`config.mk`:
```
export PLATFORM = sky130hd
export DESIGN_NAME = pordr_seq
export DESIGN_NICKNAME = d
export VERILOG_FILES = /design/src/logic/pordr_pkg.sv /design/src/logic/pordr_rst_sync.sv /design/src/logic/pordr_seq.sv
export SDC_FILE = /design/constraint.sdc
export NUM_CORES = 1
export LEC_CHECK = 0
export ABC_AREA = 1
export BUFFER_PORTS_ARGS = -buffer_cell sky130_fd_sc_hd__buf_2
export CAP_MARGIN = 20
export CORE_AREA = 2 2 56 58
export CTS_CLUSTER_SIZE = 12
export DETAILED_ROUTE_END_ITERATION = 8
export DIE_AREA = 0 0 58 60
export GPL_ROUTABILITY_DRIVEN = 0
export HOLD_SLACK_MARGIN = 0.08
export PLACE_DENSITY = 0.68
export REMOVE_ABC_BUFFERS = 1
export SLEW_MARGIN = 20
export SYNTH_ARGS = -nofsm -noshare
export SYNTH_HDL_FRONTEND = slang
export SYNTH_SLANG_ARGS = --single-unit
```
`constraint.sdc`:
```
create_clock -name core_clk_i -period 2.99 [get_ports core_clk_i]
set_input_delay 0.1495 -clock core_clk_i [delete_from_list [all_inputs] [get_ports core_clk_i]]
set_output_delay 0.1495 -clock core_clk_i [all_outputs]
set_load 0.02 [all_outputs]
```
`src/logic/pordr_pkg.sv`:
```
// Constants for the power-on / power-down reset sequencer.
// Assumes one system clock that the sequencer itself gates during reset.
// How it works
// Power-on detector asserts internal reset regardless of program state.
// Reset asserts without any clock edge, so a stopped oscillator still resets.
// Oscillator stays stopped while either reset source is active.
// On power-on release, timer counts oscillator pulses to a fixed terminal count.
// Normal operation and execution start only after the stability count ends.
// Power-down detection acts only while software holds the enable flag set.
// Enabled low-voltage detection asserts reset to all other units.
// Power-down reset holds until the detector reports recovery or power dies.
// After power-down recovery, stability wait runs, then execution restarts.
// Recovery from 0 V lets the power-on path control the sequence.
// Stability wait is 256 times 256 system clock pulses.
// Each reset sequence ends with the program counter at address zero.
// Detectors are asynchronous; reset asserts async, releases synchronous to clock.
package pordr_pkg;
	localparam int unsigned PORDR_WAIT_CYCLES = 256 * 256;
	localparam int unsigned PORDR_CNT_W = 17;
	localparam logic [PORDR_CNT_W-1:0] PORDR_CNT_RST = 17'h00000;
	localparam int unsigned PORDR_PC_W = 10;
	localparam logic [PORDR_PC_W-1:0] PORDR_START_ADDR = 10'h000;
	localparam logic PORDR_EN_RST = 1'b0;
	typedef enum logic [1:0] {
		PORDR_HOLD,
		PORDR_WAIT,
		PORDR_RUN
	} pordr_state_e;
endpackage

```
`src/logic/pordr_rst_sync.sv`:
```
// Release synchroniser for the already combined reset request.
// Assumes core_clk_i may be stopped while any reset source is active.
`timescale 1ns/10ps
module pordr_rst_sync
	import pordr_pkg::*;
(
	input wire logic core_clk_i,
	input wire logic arst_req_i,
	output logic srst_n_o
);
	logic meta_r;
	logic sync_r;
	// async assert, sync release
	always_ff @(posedge core_clk_i or posedge arst_req_i) begin
		if (arst_req_i) begin
			meta_r <= 1'b0;
			sync_r <= 1'b0;
		end else begin
			meta_r <= 1'b1;
			sync_r <= meta_r;
		end
	end
	assign srst_n_o = sync_r;
endmodule

```
`src/logic/pordr_seq.sv`:
```
// Power-on / power-down reset sequencer top.
// Assumes detector inputs come from analog comparators, asynchronous to the clock.
`timescale 1ns/10ps
module pordr_seq
	import pordr_pkg::*;
(
	input wire logic core_clk_i,
	input wire logic rstn_i,
	input wire logic por_detect_i,
	input wire logic low_voltage_i,
	input wire logic low_voltage_reset_enable_flag_i,
	input wire logic low_voltage_reset_enable_flag_wr_i,
	output logic osc_enable_o,
	output logic unit_reset_n_o,
	output logic run_o,
	output logic [PORDR_PC_W-1:0] start_pc_o,
	output logic low_voltage_reset_enable_flag_o
);
	logic en_r;
	logic en_nxt;
	logic arst_req;
	logic srst_n;
	pordr_state_e state_r;
	pordr_state_e state_nxt;
	logic [PORDR_CNT_W-1:0] cnt_r;
	logic [PORDR_CNT_W-1:0] cnt_nxt;

	// flag held by software; cleared by power-on
	always_comb begin
		en_nxt = en_r;
		if (low_voltage_reset_enable_flag_wr_i) begin
			en_nxt = low_voltage_reset_enable_flag_i;
		end
	end
	// Flag survives a power-down reset so detection stays armed
	always_ff @(posedge core_clk_i or posedge por_detect_i) begin
		if (por_detect_i) begin
			en_r <= PORDR_EN_RST;
		end else if (!rstn_i) begin
			en_r <= PORDR_EN_RST;
		end else begin
			en_r <= en_nxt;
		end
	end

	// both sources OR'd, power-on wins by clearing enable
	assign arst_req = por_detect_i | (low_voltage_i & en_r);

	pordr_rst_sync u_sync (
		.core_clk_i(core_clk_i),
		.arst_req_i(arst_req),
		.srst_n_o(srst_n)
	);

	// stability wait counter
	always_comb begin
		state_nxt = state_r;
		cnt_nxt = cnt_r;
		unique case (state_r)
			PORDR_HOLD: begin
				state_nxt = PORDR_WAIT;
				cnt_nxt = PORDR_CNT_RST;
			end
			PORDR_WAIT: begin
				cnt_nxt = cnt_r + 17'h00001;
				if (cnt_r == PORDR_CNT_W'(PORDR_WAIT_CYCLES - 1)) begin
					state_nxt = PORDR_RUN;
				end
			end
			PORDR_RUN: begin
				state_nxt = PORDR_RUN;
			end
		endcase
	end
	// sequencer held while any reset request stands
	always_ff @(posedge core_clk_i or posedge arst_req) begin
		if (arst_req) begin
			state_r <= PORDR_HOLD;
			cnt_r <= PORDR_CNT_RST;
		end else if (!srst_n || !rstn_i) begin
			state_r <= PORDR_HOLD;
			cnt_r <= PORDR_CNT_RST;
		end else begin
			state_r <= state_nxt;
			cnt_r <= cnt_nxt;
		end
	end

	// oscillator stopped during reset
	assign osc_enable_o = ~arst_req;
	// units leave reset only after the wait
	assign unit_reset_n_o = (state_r == PORDR_RUN);
	assign run_o = (state_r == PORDR_RUN);
	// restart address
	assign start_pc_o = PORDR_START_ADDR;
	assign low_voltage_reset_enable_flag_o = en_r;

	chk_osc_stop: assert property (@(posedge core_clk_i)
		arst_req |-> !osc_enable_o) else $error("oscillator runs in reset");
	chk_wait_len: assert property (@(posedge core_clk_i) disable iff (arst_req || !rstn_i)
		(state_r == PORDR_WAIT && cnt_r == 17'h00000) |-> !run_o [*8])
		else $error("wait too short");
	chk_run_end: assert property (@(posedge core_clk_i) disable iff (arst_req || !rstn_i)
		(state_r == PORDR_WAIT && cnt_r == PORDR_CNT_W'(PORDR_WAIT_CYCLES - 1)) |=> run_o)
		else $error("wait did not end");
	chk_run_gate: assert property (@(posedge core_clk_i)
		run_o |-> $past(state_r) != PORDR_HOLD) else $error("run without wait");
	chk_lv_reset: assert property (@(posedge core_clk_i)
		(low_voltage_i && en_r) |-> !osc_enable_o) else $error("low voltage ignored");
	chk_lv_masked: assert property (@(posedge core_clk_i)
		(!por_detect_i && !en_r) |-> !arst_req) else $error("disabled detector reset");
	chk_por: assert property (@(posedge core_clk_i)
		por_detect_i |-> !unit_reset_n_o) else $error("power-on not reset");
	chk_start_pc: assert property (@(posedge core_clk_i)
		$rose(run_o) |-> start_pc_o == PORDR_START_ADDR) else $error("bad start address");

	// Checks on the detector-driven reset path.
	// Detector inputs are asynchronous to the clock. These checks sample them at
	// clock edges only, so a glitch between two edges is not seen here.
	chk_lv_hold: assert property (@(posedge core_clk_i)
		(low_voltage_i && en_r) |-> !run_o)
		else $error("run during power-down reset");

	chk_por_flag: assert property (@(posedge core_clk_i)
		por_detect_i |-> !low_voltage_reset_enable_flag_o)
		else $error("flag kept through power-on");

	// The sync release must never run ahead of the request
	chk_sync_low: assert property (@(posedge core_clk_i)
		arst_req |-> !srst_n)
		else $error("sync release during request");

	chk_osc_free: assert property (@(posedge core_clk_i)
		!arst_req |-> osc_enable_o)
		else $error("oscillator stopped without request");

	chk_wait_held: assert property (@(posedge core_clk_i)
		(state_r != PORDR_RUN) |-> !unit_reset_n_o)
		else $error("units released early");

	// Checks on the flag, gated off during power-on or rstn_i reset, and on the sequencer, gated off while any reset stands
	chk_flag_write: assert property (@(posedge core_clk_i)
		disable iff (por_detect_i || !rstn_i)
		low_voltage_reset_enable_flag_wr_i |=>
		low_voltage_reset_enable_flag_o == $past(low_voltage_reset_enable_flag_i))
		else $error("flag write lost");

	chk_flag_keep: assert property (@(posedge core_clk_i)
		disable iff (por_detect_i || !rstn_i)
		!low_voltage_reset_enable_flag_wr_i |=> $stable(low_voltage_reset_enable_flag_o))
		else $error("flag changed without write");

	chk_hold_exit: assert property (@(posedge core_clk_i)
		disable iff (arst_req || !rstn_i)
		(state_r == PORDR_HOLD && srst_n) |=> state_r == PORDR_WAIT)
		else $error("hold did not start wait");

	// Once running, only a new reset request may stop execution
	chk_run_stay: assert property (@(posedge core_clk_i)
		disable iff (arst_req || !rstn_i)
		run_o |=> run_o)
		else $error("run dropped without reset");

	cov_run: cover property (@(posedge core_clk_i) $rose(run_o));
	cov_lv: cover property (@(posedge core_clk_i) low_voltage_i && en_r);
	cov_por: cover property (@(posedge core_clk_i) $fell(por_detect_i));
	cov_flag_set: cover property (@(posedge core_clk_i) $rose(low_voltage_reset_enable_flag_o));
endmodule

```
==> impl_metrics.py, run 1 <==
metrics = {
    "synthesis": {
        "ys_dominant_reg_cell": "dfrtp_1",
        "syn_area_um2": 1360,
        "syn_area_per_cell_um2": 7.41,
        "synth_seq_cells": 22,
        "synthArstFlopShare": 1.00,
        "ys_types": 24,
        "synth.area.top_cells": "dfrtp_1 41%, nand2_1 13%, inv_1 6.6%",
        "synthCells": 183,
        "yosysTopAreaCell": "dfrtp_1",
        "yosys_warnings": 0,
        "synth_edf_count": 0,
        "synth_top_area_frac": 0.406,
        "ys_seq_area_frac": 0.406,
    },
    "global_route": {
        "grt_usage": 0.174,
        "grt-ovfl-total": 0,
        "grt_pass1_wl_um": 4540,
        "grt_max_degree": 23,
        "antenna_found_initial": 0,
        "grt_pass1_vias": 1004,
    },
    "run": {
        "maxCapViolCount": 0,
    },
    "cts": {
        "ctsHoldBuffers": 4,
        "cts.clk_slew.worst_paths_ns": 0.13,
        "cts_buffers": 3,
        "cts_num_sinks": 22,
        "clk_latency_ns": 0.33,
        "cts.root.buffer_cell": "clkbuf_4",
        "cts_resized": 0,
        "clockBufferDepth": 2,
        "post_cts_buffers": 0,
        "cts_max_level": 1,
        "cts_tree": "built",
    },
    "sta": {
        "whs_ns": 0.217,
        "clock.fmax_ghz": 0.553,
        "maxSlewViolCount": 0,
        "grt_setup_unrepaired": "false",
        "report.final.hold_viol_count": 0,
        "final-setup-viol-count": 0,
        "tns_ns": 0,
        "min_period_over_period": 0.605,
        "period_needed_ns": 1.81,
        "fin_skew_ns": 0.0129,
    },
    "finish": {
        "drive_gt1_frac": 0.131,
        "final_cell_mix": "47 x nand2_1, 24 x inv_1, 22 x dfrtp_1",
        "final_common_cell": "nand2_1",
        "regArea_um2": 551,
        "antennaDiodeCount": 0,
        "fillers": 280,
        "area_growth_pct": 8.39,
        "multi_input_area_um2": 656,
        "nets": 210,
    },
    "critical_path": {
        "critPathCapture": "state_r[1]$_DFFE_PN0P_",
        "reg2reg_depth": 9,
        "reg2reg_slack_ns": 1.18,
        "critPathMaxFanout": 4,
        "required_ns": 3.26,
        "cp.arrival_ns": 2.07,
        "worstSetupPathType": "register to register",
        "cp-end-kind": "register",
        "reg2reg_from": "cnt_r[1]$_DFFE_PN0P_",
        "setup.worst_path.start_class": "register",
        "setup.worst_path.start": "cnt_r[1]$_DFFE_PN0P_",
        "worstReg2RegEnd": "state_r[1]$_DFFE_PN0P_",
    },
    "floorplan": {
        "die_w_um": 58,
        "die_h_um": 60,
        "io_pins": 20,
        "start_util": 0.467,
        "die_area_um2": 3480,
        "core_um2": 2900,
        "row_count": 20,
    },
    "power_and_ir_drop": {
        "ir_drop_mv": 0.327,
        "power_leakage_nw": 0.700,
        "p_per_area_nw_per_um2": 365,
    },
    "route": {
        "drc_errors": 0,
        "route.met3.wl_um": 151,
        "postRouteWirelength_um": 2800,
        "dr_wl_met2_um": 1280,
        "wl_per_cell_um": 12.1,
        "wl_met1_um": 1330,
        "drt_pre_antenna_iters": 4,
        "drtAntennaViolNets": 0,
        "drt-initial-drc-count": 47,
        "dr_total_vias": 1144,
        "avgViaCountPerCell": 4.95,
        "highest_layer": "met4",
    },
    "placed_design": {
        "port_buffers": 9,
        "dp_hpwl_um": 2000,
    },
    "hold_path": {
        "hold_class": "primary input to register",
    },
    "run_status": {
        "status": "finished, final reports clean",
    },
}
## worst max-delay path: stages (launching register included)
cell and delay (ns):
dfrtp_1 0.43, ha_1 0.23, nand3_2 0.12, nor3_2 0.21, nand3_1 0.15, nor3_2 0.16
ha_1 0.17, or2_4 0.13, nand3_1 0.08, o21ai_2 0.06
## cell type report
cell class                      count  area share
Clock buffer                        4      0.0247
Inverter                           25      0.0638
Multi-Input combinational cell    133       0.446
Sequential cell                    22       0.374
Tap cell                           33      0.0281
Timing Repair Buffer               14      0.0630
## worst min-delay path by stage
stage                      start                                          end  slack (ns)  cells after the start
floorplan           por_detect_i  low_voltage_reset_enable_flag_o$_DFFE_PP0P_       -0.12                      1
global placement    por_detect_i  low_voltage_reset_enable_flag_o$_DFFE_PP0P_     -0.0004                      2
detailed placement  por_detect_i  low_voltage_reset_enable_flag_o$_DFFE_PP0P_      0.0003                      2
CTS                 por_detect_i  low_voltage_reset_enable_flag_o$_DFFE_PP0P_        0.20                      3
global route        por_detect_i  low_voltage_reset_enable_flag_o$_DFFE_PP0P_        0.22                      3
finish                    rstn_i                       state_r[0]$_DFFE_PN0P_        0.22                      5
## where the power goes
group          switching, mW  internal [mW]  total, mW
registers            0.00265          0.302      0.304
logic                 0.0442         0.0175     0.0617
clock network         0.0965         0.0746      0.171
## registers in the layout, summed over array words and instances, names as in the netlist
| signal | cells |
|---|---|
| u_sync.meta_r | 1 |
| state_r | 2 |
| low_voltage_reset_enable_flag_o | 1 |
| cnt_r | 17 |
| u_sync.srst_n_o | 1 |
## cells in the mapped netlist (all sizes together) (2+ instances only)
| library cell | n |
|---|---|
| nand4 | 2 |
| conb | 2 |
| nand2 | 49 |
| nor3 | 2 |
| o22ai | 2 |
| o21ai | 13 |
| nand3 | 18 |
| a21oi | 6 |
| ha | 5 |
| inv | 25 |
| dfrtp | 22 |
| nor2 | 22 |
| buf | 12 |
## metrics by stage
| stage | worst slack [ns] | total power, mW | util | cell area, µm² | cells |
|---|---|---|---|---|---|
| detailed placement | 1.23 | 0.367 | 0.480 | 1390 | 223 |
| global route | 0.995 | 0.561 | 0.506 | 1470 | 231 |
| CTS | 1.20 | 0.540 | 0.506 | 1470 | 231 |
| floorplan | 0.829 | 0.351 | - | 1300 | 180 |
| finish | 1.18 | 0.537 | 0.506 | 1470 | 231 |
| global placement | 1.33 | 0.365 | 0.480 | 1390 | 223 |
## routing by layer
layer	GRT usage	vias to the layer above
met5	0	-
met4	0.0399	0
met3	0.0455	4
met2	0.284	24
met1	0.233	532
li1	-	584
## cell families after synthesis
group,after synthesis,share of synthesized area
fa+ha+maj,5,0.0461
other cells,2,0.00554
flops,22,0.406
buf+inv,37,0.138
compound gates,23,0.0941
simple gates,94,0.310
No activity file was read; power rests on OpenSTA's default activity.
==> run 2, diff against run 1 <==
- ABC_AREA: 1 -> 0
- CORE_AREA: 2 2 56 58 -> 2 2 54 56
- DIE_AREA: 0 0 58 60 -> 0 0 56 58
- PLACE_DENSITY: 0.68 -> 0.7
- clock period: 2.99 -> 1.9 ns (I/O delays scaled with it)
==> run 2 against run 1 <==
Global-route usage shrank 1.8 points. Die area shrank 6.7%. Largest power group unchanged. Highest routed layer unchanged. Sequential power grew 58%. Power grew 55%. Hold slack lost 0.038 ns.
==> impl_metrics.py, run 2 <==
metrics = {
    "synthesis": {
        "yosys-top-cells-count": "22 x dfrtp_1, 12 x o21ai_0, 11 x buf_4",
        "post-synth-top-count-cell": "dfrtp_1",
        "synthArstFlopShare": 1.00,
        "synth_top_area_frac": 0.424,
        "yosys_warnings": 0,
        "synth_seq_cells": 22,
        "ys_dominant_reg_cell": "dfrtp_1",
        "syn_area_um2": 1300,
        "yosysTopAreaCell": "dfrtp_1",
        "synth_edf_count": 0,
        "synthCells": 134,
        "synth.area.top_cells": "dfrtp_1 42%, buf_4 6.4%, a31oi_1 4.8%",
        "syn_area_per_cell_um2": 9.68,
        "ys_seq_area_frac": 0.424,
        "ys_types": 37,
    },
    "power_and_ir_drop": {
        "ir_drop_mv": 0.551,
        "switching_power_uw": 210,
        "power_frac_seq": 0.577,
        "comb_power_share": 0.111,
        "p_per_area_nw_per_um2": 595,
        "swShare": 0.253,
        "finalPower_uw": 830,
        "pwr-share-clk": 0.312,
        "p_int_uw": 620,
        "power_leakage_nw": 0.649,
    },
    "route": {
        "avgViaCountPerCell": 5.46,
        "wl_per_cell_um": 13.2,
        "drt_pre_antenna_iters": 4,
        "postRouteWirelength_um": 2380,
        "dr_total_vias": 982,
        "drt-initial-drc-count": 36,
        "drc_errors": 0,
        "drtAntennaViolNets": 0,
    },
    "finish": {
        "top_register": "cnt_r",
        "largest_register_ffs": 17,
        "drive_gt1_frac": 0.195,
        "final_cell_mix": "22 x dfrtp_1, 12 x o21ai_0, 11 x conb_1",
        "fillers": 248,
        "area_growth_pct": 7.52,
        "reg.largest.list": "cnt_r x17, state_r x2",
        "final_common_cell": "dfrtp_1",
        "antennaDiodeCount": 0,
        "nets": 161,
    },
    "critical_path": {
        "required_ns": 2.14,
        "critPathMaxFanout": 4,
        "cp-end-kind": "register",
        "setup.worst_path.start_class": "register",
        "cp.arrival_ns": 2.02,
        "worstSetupPathType": "register to register",
    },
    "hold_path": {
        "hold_class": "primary input to async pin",
    },
    "floorplan": {
        "die_area_um2": 3250,
        "row_count": 19,
        "core_um2": 2660,
        "start_util": 0.487,
        "die_w_um": 56,
        "io_pins": 20,
        "die_h_um": 58,
    },
    "run": {
        "maxCapViolCount": 0,
    },
    "global_route": {
        "grt-ovfl-total": 0,
        "grt_pass1_vias": 931,
        "grtUsageMet1": 0.198,
        "grt_pass1_wl_um": 4030,
        "grt_max_degree": 22,
        "grt.busiest_layer": "met2",
        "grt_usage": 0.156,
        "use_met3": 0.0134,
        "antenna_found_initial": 0,
        "gr-usage-met2": 0.277,
    },
    "cts": {
        "cts.clk_slew.worst_paths_ns": 0.12,
        "cts.root.buffer_cell": "clkbuf_4",
        "cts_num_sinks": 22,
        "cts_max_level": 1,
        "cts_buffers": 3,
        "cts_tree": "built",
        "clk_latency_ns": 0.31,
        "clockBufferDepth": 2,
    },
    "sta": {
        "report.final.hold_viol_count": 0,
        "fin_skew_ns": 0.00242,
        "period_needed_ns": 1.77,
        "whs_ns": 0.179,
        "clock.fmax_ghz": 0.563,
        "min_period_over_period": 0.934,
        "finalWorstSetupSlack_ns": 0.125,
        "final-setup-viol-count": 0,
        "maxSlewViolCount": 0,
    },
    "run_status": {
        "status": "finished, final reports clean",
    },
    "placed_design": {
        "port_buffers": 9,
        "place_ws_ns": 0.0681,
        "dp_hpwl_um": 1620,
    },
}
[run 2: final cells by class]
type	count	area (µm²)	area share
Multi-Input combinational cell	100	628	0.450
Tap cell	31	38.8	0.0278
Sequential cell	22	551	0.395
Clock buffer	4	36.3	0.0260
Inverter	5	18.8	0.0135
Timing Repair Buffer	18	123	0.0879
[run 2: what timing repair did]
item,CTS,global route
gates resized for setup,0,3
endpoints found under the setup margin,0,2
setup buffers,0,1
hold endpoints to repair,23,0
hold buffers,4,0
[run 2: metrics by stage]
stage | std cells | setup TNS (ns) | util | instance area [µm²]
final | 180 | 0 | 0.524 | 1400
after global routing | 180 | -0.0187 | 0.524 | 1400
after CTS | 179 | 0 | 0.516 | 1370
after detailed placement | 171 | 0 | 0.487 | 1300
after global placement | 171 | 0 | 0.487 | 1300
after floorplan | 127 | -5.61 | - | 1180
[run 2: worst max-delay path, stage by stage (launching register included)]
cell,delay (ns)
dfrtp_1,0.41
ha_2,0.22
nand2_2,0.13
nor4_4,0.05
and3_1,0.18
ha_1,0.16
nand2b_1,0.15
or2_2,0.27
a21oi_1,0.12
[run 2: final timing paths]
path                                              start                                     endpoint  slack [ns]  cells past startpoint
worst max-delay path               cnt_r[0]$_DFFE_PN0P_                       state_r[1]$_DFFE_PN0P_        0.13                      8
worst min-delay path                       por_detect_i  low_voltage_reset_enable_flag_o$_DFFE_PP0P_        0.18                      3
worst max register to register     cnt_r[0]$_DFFE_PN0P_                       state_r[1]$_DFFE_PN0P_        0.13                      8
worst min register to register  u_sync.meta_r$_DFF_PN0_                    u_sync.srst_n_o$_DFF_PN0_        0.37                      0
min in group core_clk_i         u_sync.meta_r$_DFF_PN0_                    u_sync.srst_n_o$_DFF_PN0_        0.37                      0
max in group asynchronous                 low_voltage_i                         cnt_r[1]$_DFFE_PN0P_        1.18                      4
[run 2: power groups by stage]
stage / logic [mW] / clock network [mW] / registers, mW
floorplan: 0.0588 / 0 / 0.488
global placement: 0.0837 / 0 / 0.488
detailed placement: 0.0846 / 0 / 0.488
CTS: 0.0915 / 0.267 / 0.479
global route: 0.104 / 0.275 / 0.480
finish: 0.0918 / 0.259 / 0.479
[run 2: logic make-up after synthesis]
family,after synthesis,synth area share
AND/OR/NAND/NOR,44,0.197
AO/OA/AOI/OAI,39,0.186
flip-flops,22,0.424
buffers and inverters,21,0.131
adder cells (fa/ha/maj),5,0.0482
other,2,0.00579
multiplexers,1,0.00771
[run 2: metal layers]
| layer | vias up | share of wire |
|---|---|---|
| met1 | 473 | 0.46 |
| met2 | 17 | 0.51 |
| li1 | 488 | - |
| met5 | - | 0 |
| met4 | 0 | 0.016 |
| met3 | 4 | 0.018 |
